--- src/rtl/cicp_params.svh ---
`ifndef CICP_PARAMS_SVH
`define CICP_PARAMS_SVH

// Register indices on the 6-bit register-mode address
`define CICP_A_RAW 6'h00
`define CICP_A_DIAG 6'h06
`define CICP_A_HW_OFF 6'h11
`define CICP_A_HW_GAIN 6'h12
`define CICP_A_F_OFF 6'h13
`define CICP_A_F_GAIN 6'h14
`define CICP_A_UPPER 6'h15
`define CICP_A_LOWER 6'h16
`define CICP_A_PRESET 6'h17
`define CICP_A_CODE 6'h1F
`define CICP_A_FEATURE 6'h20
`define CICP_A_U_OFF 6'h21
`define CICP_A_U_GAIN 6'h22
`define CICP_A_LIM1 6'h23
`define CICP_A_LIM2 6'h24
// Write-protected window
`define CICP_A_PROT_LO 6'h10
`define CICP_A_PROT_HI 6'h2F

// Reset values
`define CICP_RST_HW_OFF 16'h0000
`define CICP_RST_HW_GAIN 16'h1000
`define CICP_RST_F_OFF 16'h0000
`define CICP_RST_F_GAIN 16'h2002
`define CICP_RST_UPPER 16'h0FFF
`define CICP_RST_LOWER 16'h0000
`define CICP_RST_PRESET 16'h0000
`define CICP_RST_FEATURE 16'h1106
`define CICP_RST_U_OFF 16'h0000
`define CICP_RST_U_GAIN 16'h0100
`define CICP_RST_LIM 16'h0000
`define CICP_CODEWORD 16'h1235

// Fixed-point shifts of the gain registers
`define CICP_SH_HW 12
`define CICP_SH_F 10
`define CICP_SH_U 8

// Feature bit positions
`define CICP_FB_USER 0
`define CICP_FB_FACT 1
`define CICP_FB_WDOG 2
`define CICP_FB_SIGNMAG 3
`define CICP_FB_EMBED 4
`define CICP_FB_CLIP 8
`define CICP_FB_LIM1 9
`define CICP_FB_LIM2 10
`define CICP_FB_FILT 11
`define CICP_FB_BREAK 12

// Limit comparison codes
`define CICP_LIM_OFF 2'h0
`define CICP_LIM_BELOW 2'h1
`define CICP_LIM_ABOVE 2'h2
`define CICP_LIM_EQUAL 2'h3

`endif

--- src/rtl/cicp_pkg.sv ---
package cicp_pkg;

  typedef logic signed [47:0] cicp_wide_t;

  // Status byte, msb first
  typedef struct packed {
    logic zero7;
    logic error;
    logic [1:0] lim2;
    logic [1:0] lim1;
    logic over;
    logic under;
  } cicp_status_s;

  // One register-mode request
  typedef struct packed {
    logic req;
    logic wr;
    logic [5:0] addr;
    logic [15:0] wdata;
  } cicp_reg_req_s;

endpackage

--- src/rtl/cicp_channel.sv ---
`include "cicp_params.svh"

module cicp_channel #(
  parameter bit FOUR_TO_20 = 1'b0,
  parameter bit FILTER_AVAIL = 1'b1
) (
  // Clock, reset, enable
  input wire logic core_clk_in,
  input wire logic resetn_in,
  input wire logic ce_in,
  // Converter samples
  input wire logic sample_valid_in,
  input wire logic [15:0] sample_in,
  // Register mode access
  input wire cicp_pkg::cicp_reg_req_s reg_in,
  output logic reg_ack_out,
  output logic [15:0] reg_rdata_out,
  // Process data
  output logic pv_valid_out,
  output logic [15:0] pv_out,
  output cicp_pkg::cicp_status_s status_out,
  // Converter control
  output logic [15:0] adc_offset_out,
  output logic watchdog_en_out
);

  logic [15:0] raw_ff, prev_ff, hw_off_ff, hw_gain_ff, f_off_ff, f_gain_ff;
  logic [15:0] upper_ff, lower_ff, preset_ff, code_ff, feature_ff;
  logic [15:0] u_off_ff, u_gain_ff, lim1_ff, lim2_ff, nxt_rdata;
  logic loaded_ff, unlocked, prot, wr_ok;
  logic [16:0] filt_sum;
  logic [15:0] filt, vc, nvc, fv;
  logic over, under, sie_ovf, sie_err;
  cicp_pkg::cicp_wide_t v;
  cicp_pkg::cicp_status_s nxt_status;

  function automatic cicp_pkg::cicp_wide_t sx(input logic [15:0] x);
    return {{32{x[15]}}, x};
  endfunction

  function automatic cicp_pkg::cicp_wide_t ux(input logic [15:0] x);
    return {32'h0000_0000, x};
  endfunction

  function automatic logic [1:0] lim_code(input logic en, input logic [15:0] val,
                                          input logic [15:0] lim);
    if (!en) begin
      return `CICP_LIM_OFF;
    end else if ($signed(val) < $signed(lim)) begin
      return `CICP_LIM_BELOW;
    end else if ($signed(val) > $signed(lim)) begin
      return `CICP_LIM_ABOVE;
    end else begin
      return `CICP_LIM_EQUAL;
    end
  endfunction

  assign unlocked = (code_ff == `CICP_CODEWORD);
  assign prot = (reg_in.addr >= `CICP_A_PROT_LO) && (reg_in.addr <= `CICP_A_PROT_HI)
                && (reg_in.addr != `CICP_A_CODE);
  assign wr_ok = ce_in && reg_in.req && reg_in.wr && prot && unlocked;

  // Filter averages two samples; absent on variants without it
  assign filt_sum = {sample_in[15], sample_in} + {prev_ff[15], prev_ff};
  assign filt = (FILTER_AVAIL && feature_ff[`CICP_FB_FILT]) ? filt_sum[16:1] : sample_in;

  // Processing chain
  always_comb begin
    v = ((sx(filt) + sx(hw_off_ff)) * ux(hw_gain_ff)) >>> `CICP_SH_HW;
    if (feature_ff[`CICP_FB_FACT]) begin
      v = ((v * sx(f_gain_ff)) >>> `CICP_SH_F) + sx(f_off_ff);
    end
    if (feature_ff[`CICP_FB_USER]) begin
      v = ((v * sx(u_gain_ff)) >>> `CICP_SH_U) + sx(u_off_ff);
    end
    over = 1'b0;
    under = 1'b0;
    if (feature_ff[`CICP_FB_CLIP]) begin
      if (v > sx(upper_ff)) begin
        over = 1'b1;
        vc = upper_ff;
      end else if (v < sx(lower_ff)) begin
        under = 1'b1;
        vc = lower_ff;
      end else begin
        vc = v[15:0];
      end
    end else if (v > sx(16'h7FFF)) begin
      // Without clipping, saturate rather than wrap
      vc = 16'h7FFF;
    end else if (v < sx(16'h8000)) begin
      vc = 16'h8000;
    end else begin
      vc = v[15:0];
    end
  end

  // Status and output format
  always_comb begin
    nxt_status = '0;
    nxt_status.over = over;
    nxt_status.under = under;
    nxt_status.error = over | under;
    nxt_status.lim1 = lim_code(feature_ff[`CICP_FB_LIM1], vc, lim1_ff);
    nxt_status.lim2 = lim_code(feature_ff[`CICP_FB_LIM2], vc, lim2_ff);
    nvc = ~vc + 16'h0001;
    fv = vc;
    if (feature_ff[`CICP_FB_SIGNMAG] && vc[15]) begin
      fv = {1'b1, nvc[14:0]};
    end
    sie_ovf = over | (FOUR_TO_20 & under);
    sie_err = FOUR_TO_20 & under & feature_ff[`CICP_FB_BREAK];
    if (feature_ff[`CICP_FB_EMBED]) begin
      fv = {fv[15:3], 1'b0, sie_err, sie_ovf};
    end
  end

  // Sample capture
  always_ff @(posedge core_clk_in or negedge resetn_in) begin
    if (!resetn_in) begin
      raw_ff <= 16'h0000;
      prev_ff <= 16'h0000;
    end else if (ce_in && sample_valid_in) begin
      raw_ff <= sample_in;
      prev_ff <= sample_in;
    end
  end

  // Processed output
  always_ff @(posedge core_clk_in or negedge resetn_in) begin
    if (!resetn_in) begin
      pv_valid_out <= 1'b0;
      pv_out <= 16'h0000;
      status_out <= '0;
    end else if (ce_in) begin
      pv_valid_out <= sample_valid_in;
      if (sample_valid_in) begin
        pv_out <= fv;
        status_out <= nxt_status;
      end
    end
  end

  // Converter offset taken from preset once after reset
  always_ff @(posedge core_clk_in or negedge resetn_in) begin
    if (!resetn_in) begin
      loaded_ff <= 1'b0;
      adc_offset_out <= 16'h0000;
    end else if (ce_in && !loaded_ff) begin
      loaded_ff <= 1'b1;
      adc_offset_out <= preset_ff;
    end
  end

  // Code word lives in RAM: never protected itself
  always_ff @(posedge core_clk_in or negedge resetn_in) begin
    if (!resetn_in) begin
      code_ff <= 16'h0000;
    end else if (ce_in && reg_in.req && reg_in.wr && reg_in.addr == `CICP_A_CODE) begin
      code_ff <= reg_in.wdata;
    end
  end

  // Parameter registers
  always_ff @(posedge core_clk_in or negedge resetn_in) begin
    if (!resetn_in) begin
      hw_off_ff <= `CICP_RST_HW_OFF;
      hw_gain_ff <= `CICP_RST_HW_GAIN;
      f_off_ff <= `CICP_RST_F_OFF;
      f_gain_ff <= `CICP_RST_F_GAIN;
      upper_ff <= `CICP_RST_UPPER;
      lower_ff <= `CICP_RST_LOWER;
      preset_ff <= `CICP_RST_PRESET;
      feature_ff <= `CICP_RST_FEATURE;
      u_off_ff <= `CICP_RST_U_OFF;
      u_gain_ff <= `CICP_RST_U_GAIN;
      lim1_ff <= `CICP_RST_LIM;
      lim2_ff <= `CICP_RST_LIM;
    end else if (wr_ok) begin
      case (reg_in.addr)
        `CICP_A_HW_OFF: hw_off_ff <= reg_in.wdata;
        `CICP_A_HW_GAIN: hw_gain_ff <= reg_in.wdata;
        `CICP_A_F_OFF: f_off_ff <= reg_in.wdata;
        `CICP_A_F_GAIN: f_gain_ff <= reg_in.wdata;
        `CICP_A_UPPER: upper_ff <= reg_in.wdata;
        `CICP_A_LOWER: lower_ff <= reg_in.wdata;
        `CICP_A_PRESET: preset_ff <= reg_in.wdata;
        // Reserved and break bits are stored as written; software keeps them
        `CICP_A_FEATURE: feature_ff <= reg_in.wdata;
        `CICP_A_U_OFF: u_off_ff <= reg_in.wdata;
        `CICP_A_U_GAIN: u_gain_ff <= reg_in.wdata;
        `CICP_A_LIM1: lim1_ff <= reg_in.wdata;
        `CICP_A_LIM2: lim2_ff <= reg_in.wdata;
        default: ;
      endcase
    end
  end

  assign watchdog_en_out = feature_ff[`CICP_FB_WDOG];

  // Read mux
  always_comb begin
    case (reg_in.addr)
      `CICP_A_RAW: nxt_rdata = raw_ff;
      `CICP_A_DIAG: nxt_rdata = {8'h00, status_out};
      `CICP_A_HW_OFF: nxt_rdata = hw_off_ff;
      `CICP_A_HW_GAIN: nxt_rdata = hw_gain_ff;
      `CICP_A_F_OFF: nxt_rdata = f_off_ff;
      `CICP_A_F_GAIN: nxt_rdata = f_gain_ff;
      `CICP_A_UPPER: nxt_rdata = upper_ff;
      `CICP_A_LOWER: nxt_rdata = lower_ff;
      `CICP_A_PRESET: nxt_rdata = preset_ff;
      `CICP_A_CODE: nxt_rdata = unlocked ? code_ff : 16'h0000;
      `CICP_A_FEATURE: nxt_rdata = feature_ff;
      `CICP_A_U_OFF: nxt_rdata = u_off_ff;
      `CICP_A_U_GAIN: nxt_rdata = u_gain_ff;
      `CICP_A_LIM1: nxt_rdata = lim1_ff;
      `CICP_A_LIM2: nxt_rdata = lim2_ff;
      default: nxt_rdata = 16'h0000;
    endcase
  end

  // Bus answer one cycle after the request
  always_ff @(posedge core_clk_in or negedge resetn_in) begin
    if (!resetn_in) begin
      reg_ack_out <= 1'b0;
      reg_rdata_out <= 16'h0000;
    end else if (ce_in) begin
      reg_ack_out <= reg_in.req;
      if (reg_in.req) begin
        reg_rdata_out <= nxt_rdata;
      end
    end
  end
endmodule // cicp_channel

--- config.mk ---
export PLATFORM = sky130hd
export DESIGN_NAME = cicp_channel
export DESIGN_NICKNAME = d
export VERILOG_FILES = /design/src/rtl/cicp_pkg.sv /design/src/rtl/cicp_channel.sv
export VERILOG_INCLUDE_DIRS = /design/src /design/src/rtl
export SDC_FILE = /design/constraint.sdc
export NUM_CORES = 2
export LEC_CHECK = 0
export BUFFER_PORTS_ARGS = -buffer_cell sky130_fd_sc_hd__buf_2
export CELL_PAD_IN_SITES_DETAIL_PLACEMENT = 1
export CELL_PAD_IN_SITES_GLOBAL_PLACEMENT = 2
export CORE_MARGIN = 8
export CORE_UTILIZATION = 40
export DETAILED_ROUTE_END_ITERATION = 7
export PLACE_DENSITY_LB_ADDON = 0.1
export SLEW_MARGIN = 20
export SYNTH_ARGS = -nofsm -noshare
export SYNTH_HDL_FRONTEND = slang
export SYNTH_SLANG_ARGS = --single-unit
--- constraint.sdc ---
create_clock -name core_clk_in -period 31.4 [get_ports core_clk_in]
set_input_delay 6.28 -clock core_clk_in [delete_from_list [all_inputs] [get_ports core_clk_in]]
set_output_delay 6.28 -clock core_clk_in [all_outputs]
set_load 0.01 [all_outputs]
* Word-level counts from Yosys, hierarchy flattened
Cells that the tools add are included.
** Storage, ports and cells
- Flip-flop bits (word level) :: 282
- Bits of input ports :: 44
- Output and inout port bits :: 59
- Word-level logic and storage cells :: 110
** Cells by class
- Add/sub/neg operators :: 5
- Multiply operators :: 3
- $lt $le $gt $ge :: 10
- Eq/ne operators :: 16
- Muxes and demuxes :: 23
- Bitwise operators :: 2
- Reductions and logical operators :: 26
** Operators with widths (count)
- $pmux 16 s15 :: 1
- $mux 16 :: 8
- $mux 48 :: 2
- $eq 6x5->1 const B :: 8
- $gt 48x16->1 :: 1
- $gt 48x16->1 const B :: 1
- $lt 48x16->1 :: 1
- $lt 48x16->1 const B :: 1
- $mul 48x16->48 :: 1
- $add 40x16->41 :: 1
- $mul 22x16->38 :: 1
- $add 16x16->17 :: 2
- $mul 17x17->34 :: 1
- $gt 16x16->1 :: 2
- $lt 16x16->1 :: 2
- $eq 6x6->1 const B :: 5
- $add 28x16->29 :: 1
- $reduce_and 2->1 :: 14
- $eq 16x13->1 const B :: 1
- $add 15x1->15 const B :: 1
- $not 15->15 :: 1
- $logic_and 1x1->1 :: 10
- $mux 2 :: 4
- $mux 1 :: 7
- 8 further kinds :: 8

* Depth between registers and ports, before layout
- Word-level depth :: 18
- Gate-level depth with buffers :: 143
- Mapped depth without buffers :: 139

* Worst setup path before layout
Ideal clock, no wire load.
- Path type :: input to register
- Start point :: in sample_in[1]
- End point :: reg status_out[4] (netlist bit)
- Setup time :: 83 ps
- Arrival time :: 34355 ps
- Required time :: 31317 ps
- Setup slack :: -3038 ps
- Cell stages on the path :: 134
- Path buffers :: 6
- Cells stage by stage :: ha_1 -> a31o_2 -> a21o_1 -> a21o_1 -> a21oi_1 -> o21bai_1 -> a21oi_1 -> o21bai_1 -> a21oi_1 -> o21bai_1 -> a21o_1 -> a21o_1 -> a21oi_1 -> xnor2_1 -> mux2_2 -> ha_1 -> a21o_1 -> a21o_1 -> [98 not listed] -> mux2_2 -> a21oi_1 -> o32ai_1 -> ha_1 -> a21o_1 -> a21oi_1 -> o21ai_0 -> a21oi_1 -> nor2b_1 -> o21ai_0 -> nand2b_1 -> a21oi_1 -> o21ai_0 -> nand2_1 -> a31oi_1 -> o41ai_1 -> nand2_1 -> o21ai_0
** Between the ends
- Longest elaborated chain between the ends :: 18
- Elaborated cells on any way between the ends :: 24
- Classes of those cells :: add/sub: 4; mul: 3; order compare: 6; mux: 11
** RTL lines
- start, declared :: RTL line cicp_channel.sv:13 : input wire logic [15:0] sample_in,
- $add 16x16->17 :: RTL line cicp_channel.sv:64 : assign filt_sum = {sample_in[15], sample_in} + {prev_ff[15], prev_ff};
- $mux 16 (*) :: RTL line cicp_channel.sv:65 : assign filt = (FILTER_AVAIL && feature_ff[`CICP_FB_FILT]) ? filt_sum[16:1] : sample_in;
- $add 16x16->17 (*) :: RTL line cicp_channel.sv:69 : v = ((sx(filt) + sx(hw_off_ff)) * ux(hw_gain_ff)) >>> `CICP_SH_HW;
- $mul 17x17->34 (*) :: RTL line cicp_channel.sv:69
- $mul 22x16->38 :: RTL line cicp_channel.sv:71 : v = ((v * sx(f_gain_ff)) >>> `CICP_SH_F) + sx(f_off_ff);
- $add 28x16->29 :: RTL line cicp_channel.sv:71
- $mux 48 (*) :: RTL line cicp_channel.sv:70 : if (feature_ff[`CICP_FB_FACT]) begin
- $mul 48x16->48 :: RTL line cicp_channel.sv:74 : v = ((v * sx(u_gain_ff)) >>> `CICP_SH_U) + sx(u_off_ff);
- [2 not listed]
- $lt 48x16->1 (on tied branches) :: RTL line cicp_channel.sv:91, cicp_channel.sv:82
- $mux 16 (on tied branches) :: RTL line cicp_channel.sv:91, cicp_channel.sv:82
- $mux 16 (on tied branches) :: RTL line cicp_channel.sv:88, cicp_channel.sv:79
- $mux 16 (*) :: RTL line cicp_channel.sv:78 : if (feature_ff[`CICP_FB_CLIP]) begin
- $gt 16x16->1 :: RTL line cicp_channel.sv:51 : end else if ($signed(val) > $signed(lim)) begin
- $mux 1 :: RTL line cicp_channel.sv:51
- $mux 2 (*) :: RTL line cicp_channel.sv:49 : end else if ($signed(val) < $signed(lim)) begin
- $mux 2 (*) :: RTL line cicp_channel.sv:47 : if (!en) begin
- end signal, assigned :: RTL line cicp_channel.sv:139 : status_out <= nxt_status;
- end, declared :: RTL line cicp_channel.sv:21 : output cicp_pkg::cicp_status_s status_out,
Mark *: on every way between the ends. The rest lies on a longest branch, timed or not.
A chain may end at the register's enable or synchronous reset.

* Worst setup path after layout
- Start point :: in sample_in[0]
- End point :: reg status_out[4] (netlist bit)
Same word-level chain as after synthesis.

==> flow_summary.html <==
<table>
<tr><th>Metric</th><th>Value</th></tr>
<tr><th colspan="2">Floorplan</th></tr>
<tr><td>Number of cell rows</td><td>about 140</td></tr>
<tr><td>Core Region</td><td>154000 sq um</td></tr>
<tr><td>Initial Utilization</td><td>0.402</td></tr>
<tr><td>Die area</td><td>around 170000 sq um</td></tr>
<tr><td>Die span in y</td><td>between 400 and 500 um</td></tr>
<tr><td>Horizontal die dimension</td><td>slightly above 400 um</td></tr>
<tr><td>Total I/O pin count</td><td>103</td></tr>
<tr><th colspan="2">Timing</th></tr>
<tr><td>Clock skew</td><td>slightly below 0.03 ns</td></tr>
<tr><td>Max-slew violation total from the final report</td><td>0</td></tr>
<tr><td>Slack of the critical path</td><td>-1.88 ns</td></tr>
<tr><td>Crit share post-route</td><td>1.06</td></tr>
<tr><td>Hold Fails Final Rpt</td><td>0</td></tr>
<tr><td>Relative slew margins</td><td>0.277</td></tr>
<tr><td>Worst hold margin</td><td>~0.47 ns</td></tr>
<tr><td>Clock period minus final worst setup slack</td><td>33.28 ns</td></tr>
<tr><td>Unrepaired setup endpoints after global routing</td><td>yes</td></tr>
<tr><td>Count of endpoints failing setup in the final report</td><td>22</td></tr>
<tr><td>Worst slew pin tran</td><td>around 1.1 ns</td></tr>
<tr><td>F_max</td><td>around 30 MHz</td></tr>
<tr><th colspan="2">Clock tree</th></tr>
<tr><td>Number of clock sinks</td><td>roughly 280</td></tr>
<tr><td>Number of clock buffers inserted by TritonCTS</td><td>31</td></tr>
<tr><td>Clock transition at the registers of the reported paths</td><td>approximately 0.060 ns</td></tr>
<tr><td>Clk root buf</td><td>clkbuf_16</td></tr>
<tr><td>Later-pin clock latency in the skew report</td><td>roughly 0.60 ns</td></tr>
<tr><td>Clock tree from TritonCTS</td><td>built</td></tr>
<tr><td>Number of buffers added to fix hold violations after cts</td><td>0</td></tr>
<tr><td>CTS H-Tree Depth</td><td>1</td></tr>
<tr><td>Maximum root-to-sink buffer count</td><td>3</td></tr>
<tr><th colspan="2">Synth</th></tr>
<tr><td>Syn Std Cell Area</td><td>between 60000 and 70000 sq um</td></tr>
<tr><td>Post-synthesis net count</td><td>between 8000 and 9000</td></tr>
<tr><td>Avg Synthesized Cell Area</td><td>8.96 sq um</td></tr>
<tr><td>EDFF count, synth</td><td>0</td></tr>
<tr><td>Synth Register Bits</td><td>between 200 and 300</td></tr>
<tr><td>Sequential cell area fraction in the yosys report</td><td>0.115</td></tr>
<tr><td>Gate Count Post-Synth</td><td>6904</td></tr>
<tr><td>Yosys Warn Count</td><td>0</td></tr>
<tr><td>Proportion of synthesized flip-flops having asynchronous set or reset</td><td>1.00</td></tr>
<tr><td>Count of cell types in the netlist</td><td>between 100 and 150</td></tr>
<tr><td>Most used flip-flop cell after synthesis</td><td>dfrtp_1</td></tr>
<tr><th colspan="2">Placement</th></tr>
<tr><td># placed instances</td><td>roughly 9900</td></tr>
<tr><td>Count of port buffers added during placement</td><td>roughly 100</td></tr>
<tr><td>Estimated wirelength of the detail-placed design</td><td>approximately 190 mm</td></tr>
<tr><td>Routability Congestion</td><td>0.892</td></tr>
<tr><th colspan="2">Final layout</th></tr>
<tr><td>Final net count</td><td>~9600</td></tr>
<tr><td>Post-layout util</td><td>0.503</td></tr>
<tr><td>Layout overhead on the synthesized area</td><td>25.0%</td></tr>
<tr><td>Number of cells in the finished layout apart from fillers</td><td>10000</td></tr>
<tr><td>Share of layout cells above drive strength 1</td><td>0.263</td></tr>
<tr><th colspan="2">Route</th></tr>
<tr><td>Routed via count</td><td>roughly 53000</td></tr>
<tr><td>Detailed router's first-iteration violation count</td><td>3145</td></tr>
<tr><td>Total wire length after detailed routing</td><td>232 mm</td></tr>
<tr><td>Number of nets still failing antenna checks after routing</td><td>0</td></tr>
<tr><td>Vias per cell</td><td>5.27</td></tr>
<tr><td>DRT Pass-1 Iters</td><td>7</td></tr>
<tr><td>Wire length per cell</td><td>about 23 um</td></tr>
<tr><td>Remaining DRCs</td><td>0</td></tr>
<tr><th colspan="2">Global routing</th></tr>
<tr><td>Initial antenna violation count</td><td>21</td></tr>
<tr><td>Overall overflow remaining after global route</td><td>0</td></tr>
<tr><td>Wire length of the first global-routing pass</td><td>361 mm</td></tr>
<tr><td>Maximum number of pins on one net before global-route repair</td><td>77</td></tr>
<tr><td>Number of global-route vias before repair</td><td>~60000</td></tr>
<tr><td>Overall Global Routing Usage</td><td>0.275</td></tr>
<tr><th colspan="2">Critical path</th></tr>
<tr><td>Largest incremental delay on the critical path</td><td>between 0.5 and 0.6 ns</td></tr>
<tr><td>Critical Path Sink Type</td><td>register</td></tr>
<tr><td>Critical Path Most Common Cell</td><td>fa_1</td></tr>
<tr><td>Biggest fanout along the worst timing path</td><td>6</td></tr>
<tr><td>Slowest-stage cell, CP</td><td>fa_2</td></tr>
<tr><td>Required time at the worst-slack endpoint</td><td>between 30 and 40 ns</td></tr>
<tr><td>Kind of critical path</td><td>in2reg</td></tr>
<tr><td>Element type at the critical path start</td><td>primary input</td></tr>
<tr><td>Data arrival at the endpoint of the critical path</td><td>33.79 ns</td></tr>
<tr><th colspan="2">Pwr</th></tr>
<tr><td>Pleak</td><td>39.3 nW</td></tr>
<tr><td>Power density cells</td><td>between 15 and 20 nW/um^2</td></tr>
<tr><td>Worst vdd ir</td><td>~60 uV</td></tr>
<tr><th colspan="2">Min path</th></tr>
<tr><td>Worst Hold Class</td><td>reg2reg</td></tr>
<tr><th colspan="2">Flow run</th></tr>
<tr><td>Total of max-cap violations</td><td>0</td></tr>
<tr><th colspan="2">Run status</th></tr>
<tr><td>Outcome</td><td>complete, but fails checks</td></tr>
<tr><td>Failing checks</td><td>negative setup slack</td></tr>
</table>
## state kept, by name, indices dropped and copies added, names as in the netlist
signal,flops
code_ff,16
lim1_ff,16
u_gain_ff,16
prev_ff,16
pv_valid_out,1
loaded_ff,1
reg_rdata_out,16
preset_ff,16
hw_off_ff,16
f_gain_ff,16
feature_ff,16
adc_offset_out,16
hw_gain_ff,16
f_off_ff,16
lim2_ff,16
status_out,7
upper_ff,16
reg_ack_out,1
lower_ff,16
pv_out,16
u_off_ff,16
## layout by cell type (no fill, tap or decap), drive strengths merged, types with 61 or more instances in the layout
| cell type | instances |
|---|---|
| inv | 1431 |
| buf | 1341 |
| fa | 1066 |
| nand2 | 747 |
| ha | 520 |
| and2 | 501 |
| dfrtp | 262 |
| o21ai | 239 |
| nor2 | 221 |
| a21oi | 201 |
| mux2 | 198 |
| xnor2 | 131 |
| a21o | 105 |
| xor2 | 74 |
| a22oi | 73 |
| nand3 | 73 |
| and3 | 66 |
| nor2b | 61 |
## metal layers
| layer | vias up | track usage | share of wire |
|---|---|---|---|
| met5 | - | 0 | 0.000056 |
| met4 | 2 | 0.0482 | 0.024 |
| met3 | 301 | 0.0224 | 0.048 |
| met2 | 1101 | 0.473 | 0.48 |
| met1 | 27800 | 0.384 | 0.44 |
| li1 | 23800 | - | - |
## synth_stat cells, drive strengths merged, types with 10 or more instances
cell | number | area share
o211ai | 30 | 0.0037
a221oi | 30 | 0.0044
a22o | 11 | 0.0016
ha | 520 | 0.11
mux2 | 198 | 0.036
dfstp | 20 | 0.0085
nor3 | 51 | 0.0041
and2 | 501 | 0.051
nand2b | 52 | 0.0053
or2 | 19 | 0.0019
a21boi | 10 | 0.0012
nor2b | 61 | 0.0062
and4 | 11 | 0.0016
clkbuf | 287 | 0.017
a31oi | 31 | 0.0035
xnor2 | 131 | 0.019
and3 | 66 | 0.0067
mux2i | 14 | 0.0023
nor2 | 221 | 0.014
dfrtp | 262 | 0.11
a2111oi | 10 | 0.0020
inv | 1430 | 0.087
o21bai | 28 | 0.0034
buf | 21 | 0.0023
o31ai | 17 | 0.0024
fa | 1066 | 0.35
a22oi | 73 | 0.0089
xor2 | 74 | 0.010
a21o | 105 | 0.013
o21ai | 239 | 0.020
a21oi | 201 | 0.017
nand3 | 73 | 0.0061
o21a | 53 | 0.0064
nand2 | 747 | 0.045
or3 | 11 | 0.0012
nand4 | 51 | 0.0054
a211oi | 26 | 0.0033
o22ai | 14 | 0.0015
## layout make-up
cell class	count	area, sq um
diodes	9	22.5
multi-input cells	4883	50900
clock inverters	14	178
repair buffers	1341	10300
inverters	1430	5380
flip-flops and latches	282	7080
well taps	2044	2560
fillers	17900	76500
clock buffers	44	915
## worst max-delay path: cells and delay by family
family                     cells  cell delay, ns
and+or+nand+nor               34            4.83
AOI/OAI and AO/OA             46            7.69
buffers and inverters         23            2.14
adders and majority gates     27           11.68
muxes                          3            0.71
xor gates and xnor gates       3            0.36
## where the power goes
| part | switching [mW] | internal (mW) | leakage [nW] |
|---|---|---|---|
| clock | 0.163 | 0.235 | 0.548 |
| sequential | 0.0109 | 0.376 | 3.51 |
| combinational | 0.344 | 0.314 | 35.2 |
## worst paths after layout
path,from,end,slack (ns),depth (start not counted)
setup / recovery,sample_in[0],status_out[4]$_DFFE_PN0P_,-1.88,136
setup reg to reg,prev_ff[1]$_DFFE_PN0P_,status_out[4]$_DFFE_PN0P_,3.39,135
min in group asynchronous,resetn_in,pv_out[0]$_DFFE_PN0P_,5.67,1
hold reg to reg,loaded_ff$_DFFE_PN0P_,loaded_ff$_DFFE_PN0P_,0.47,1
max in group asynchronous,resetn_in,adc_offset_out[9]$_DFFE_PN0P_,24.28,2
hold / removal,loaded_ff$_DFFE_PN0P_,loaded_ff$_DFFE_PN0P_,0.47,1
## what timing repair did
| item | CTS | global route |
|---|---|---|
| endpoints found under the setup margin | 23 | 23 |
| resized for setup | 246 | 171 |
| pin swaps | 191 | 148 |
| cloned | 0 | 0 |
| buffers inserted | 81 | 37 |
## kinds of logic (layout without fill, tap and decap cells)
group                      count (synthesis)  count (layout)  share of synthesized area
xor gates and xnor gates                 205             205                     0.0292
muxes                                    212             212                     0.0383
other                                      1              10                  0.0000606
buffers and inverters                   1739            2829                      0.107
AOI/OAI and AO/OA                        974             974                      0.107
and+or+nand+nor                         1905            1905                      0.154
DFF                                      282             282                      0.115
adders and majority gates               1586            1586                      0.450
## through the flow
step / setup TNS [ns] / instance area (sq um) / worst slack, ns / power (mW)
after CTS: -28.65 / 76300 / -1.89 / 1.41
after detailed placement: -69.10 / 73400 / -3.83 / 0.947
after global placement: -56.54 / 73400 / -3.22 / 0.933
after global routing: -57.44 / 77300 / -3.02 / 1.51
final: -32.91 / 77300 / -1.88 / 1.44
after floorplan: -2.30 / 63000 / -0.690 / 0.660
No activity file was read; power rests on OpenSTA's default activity.
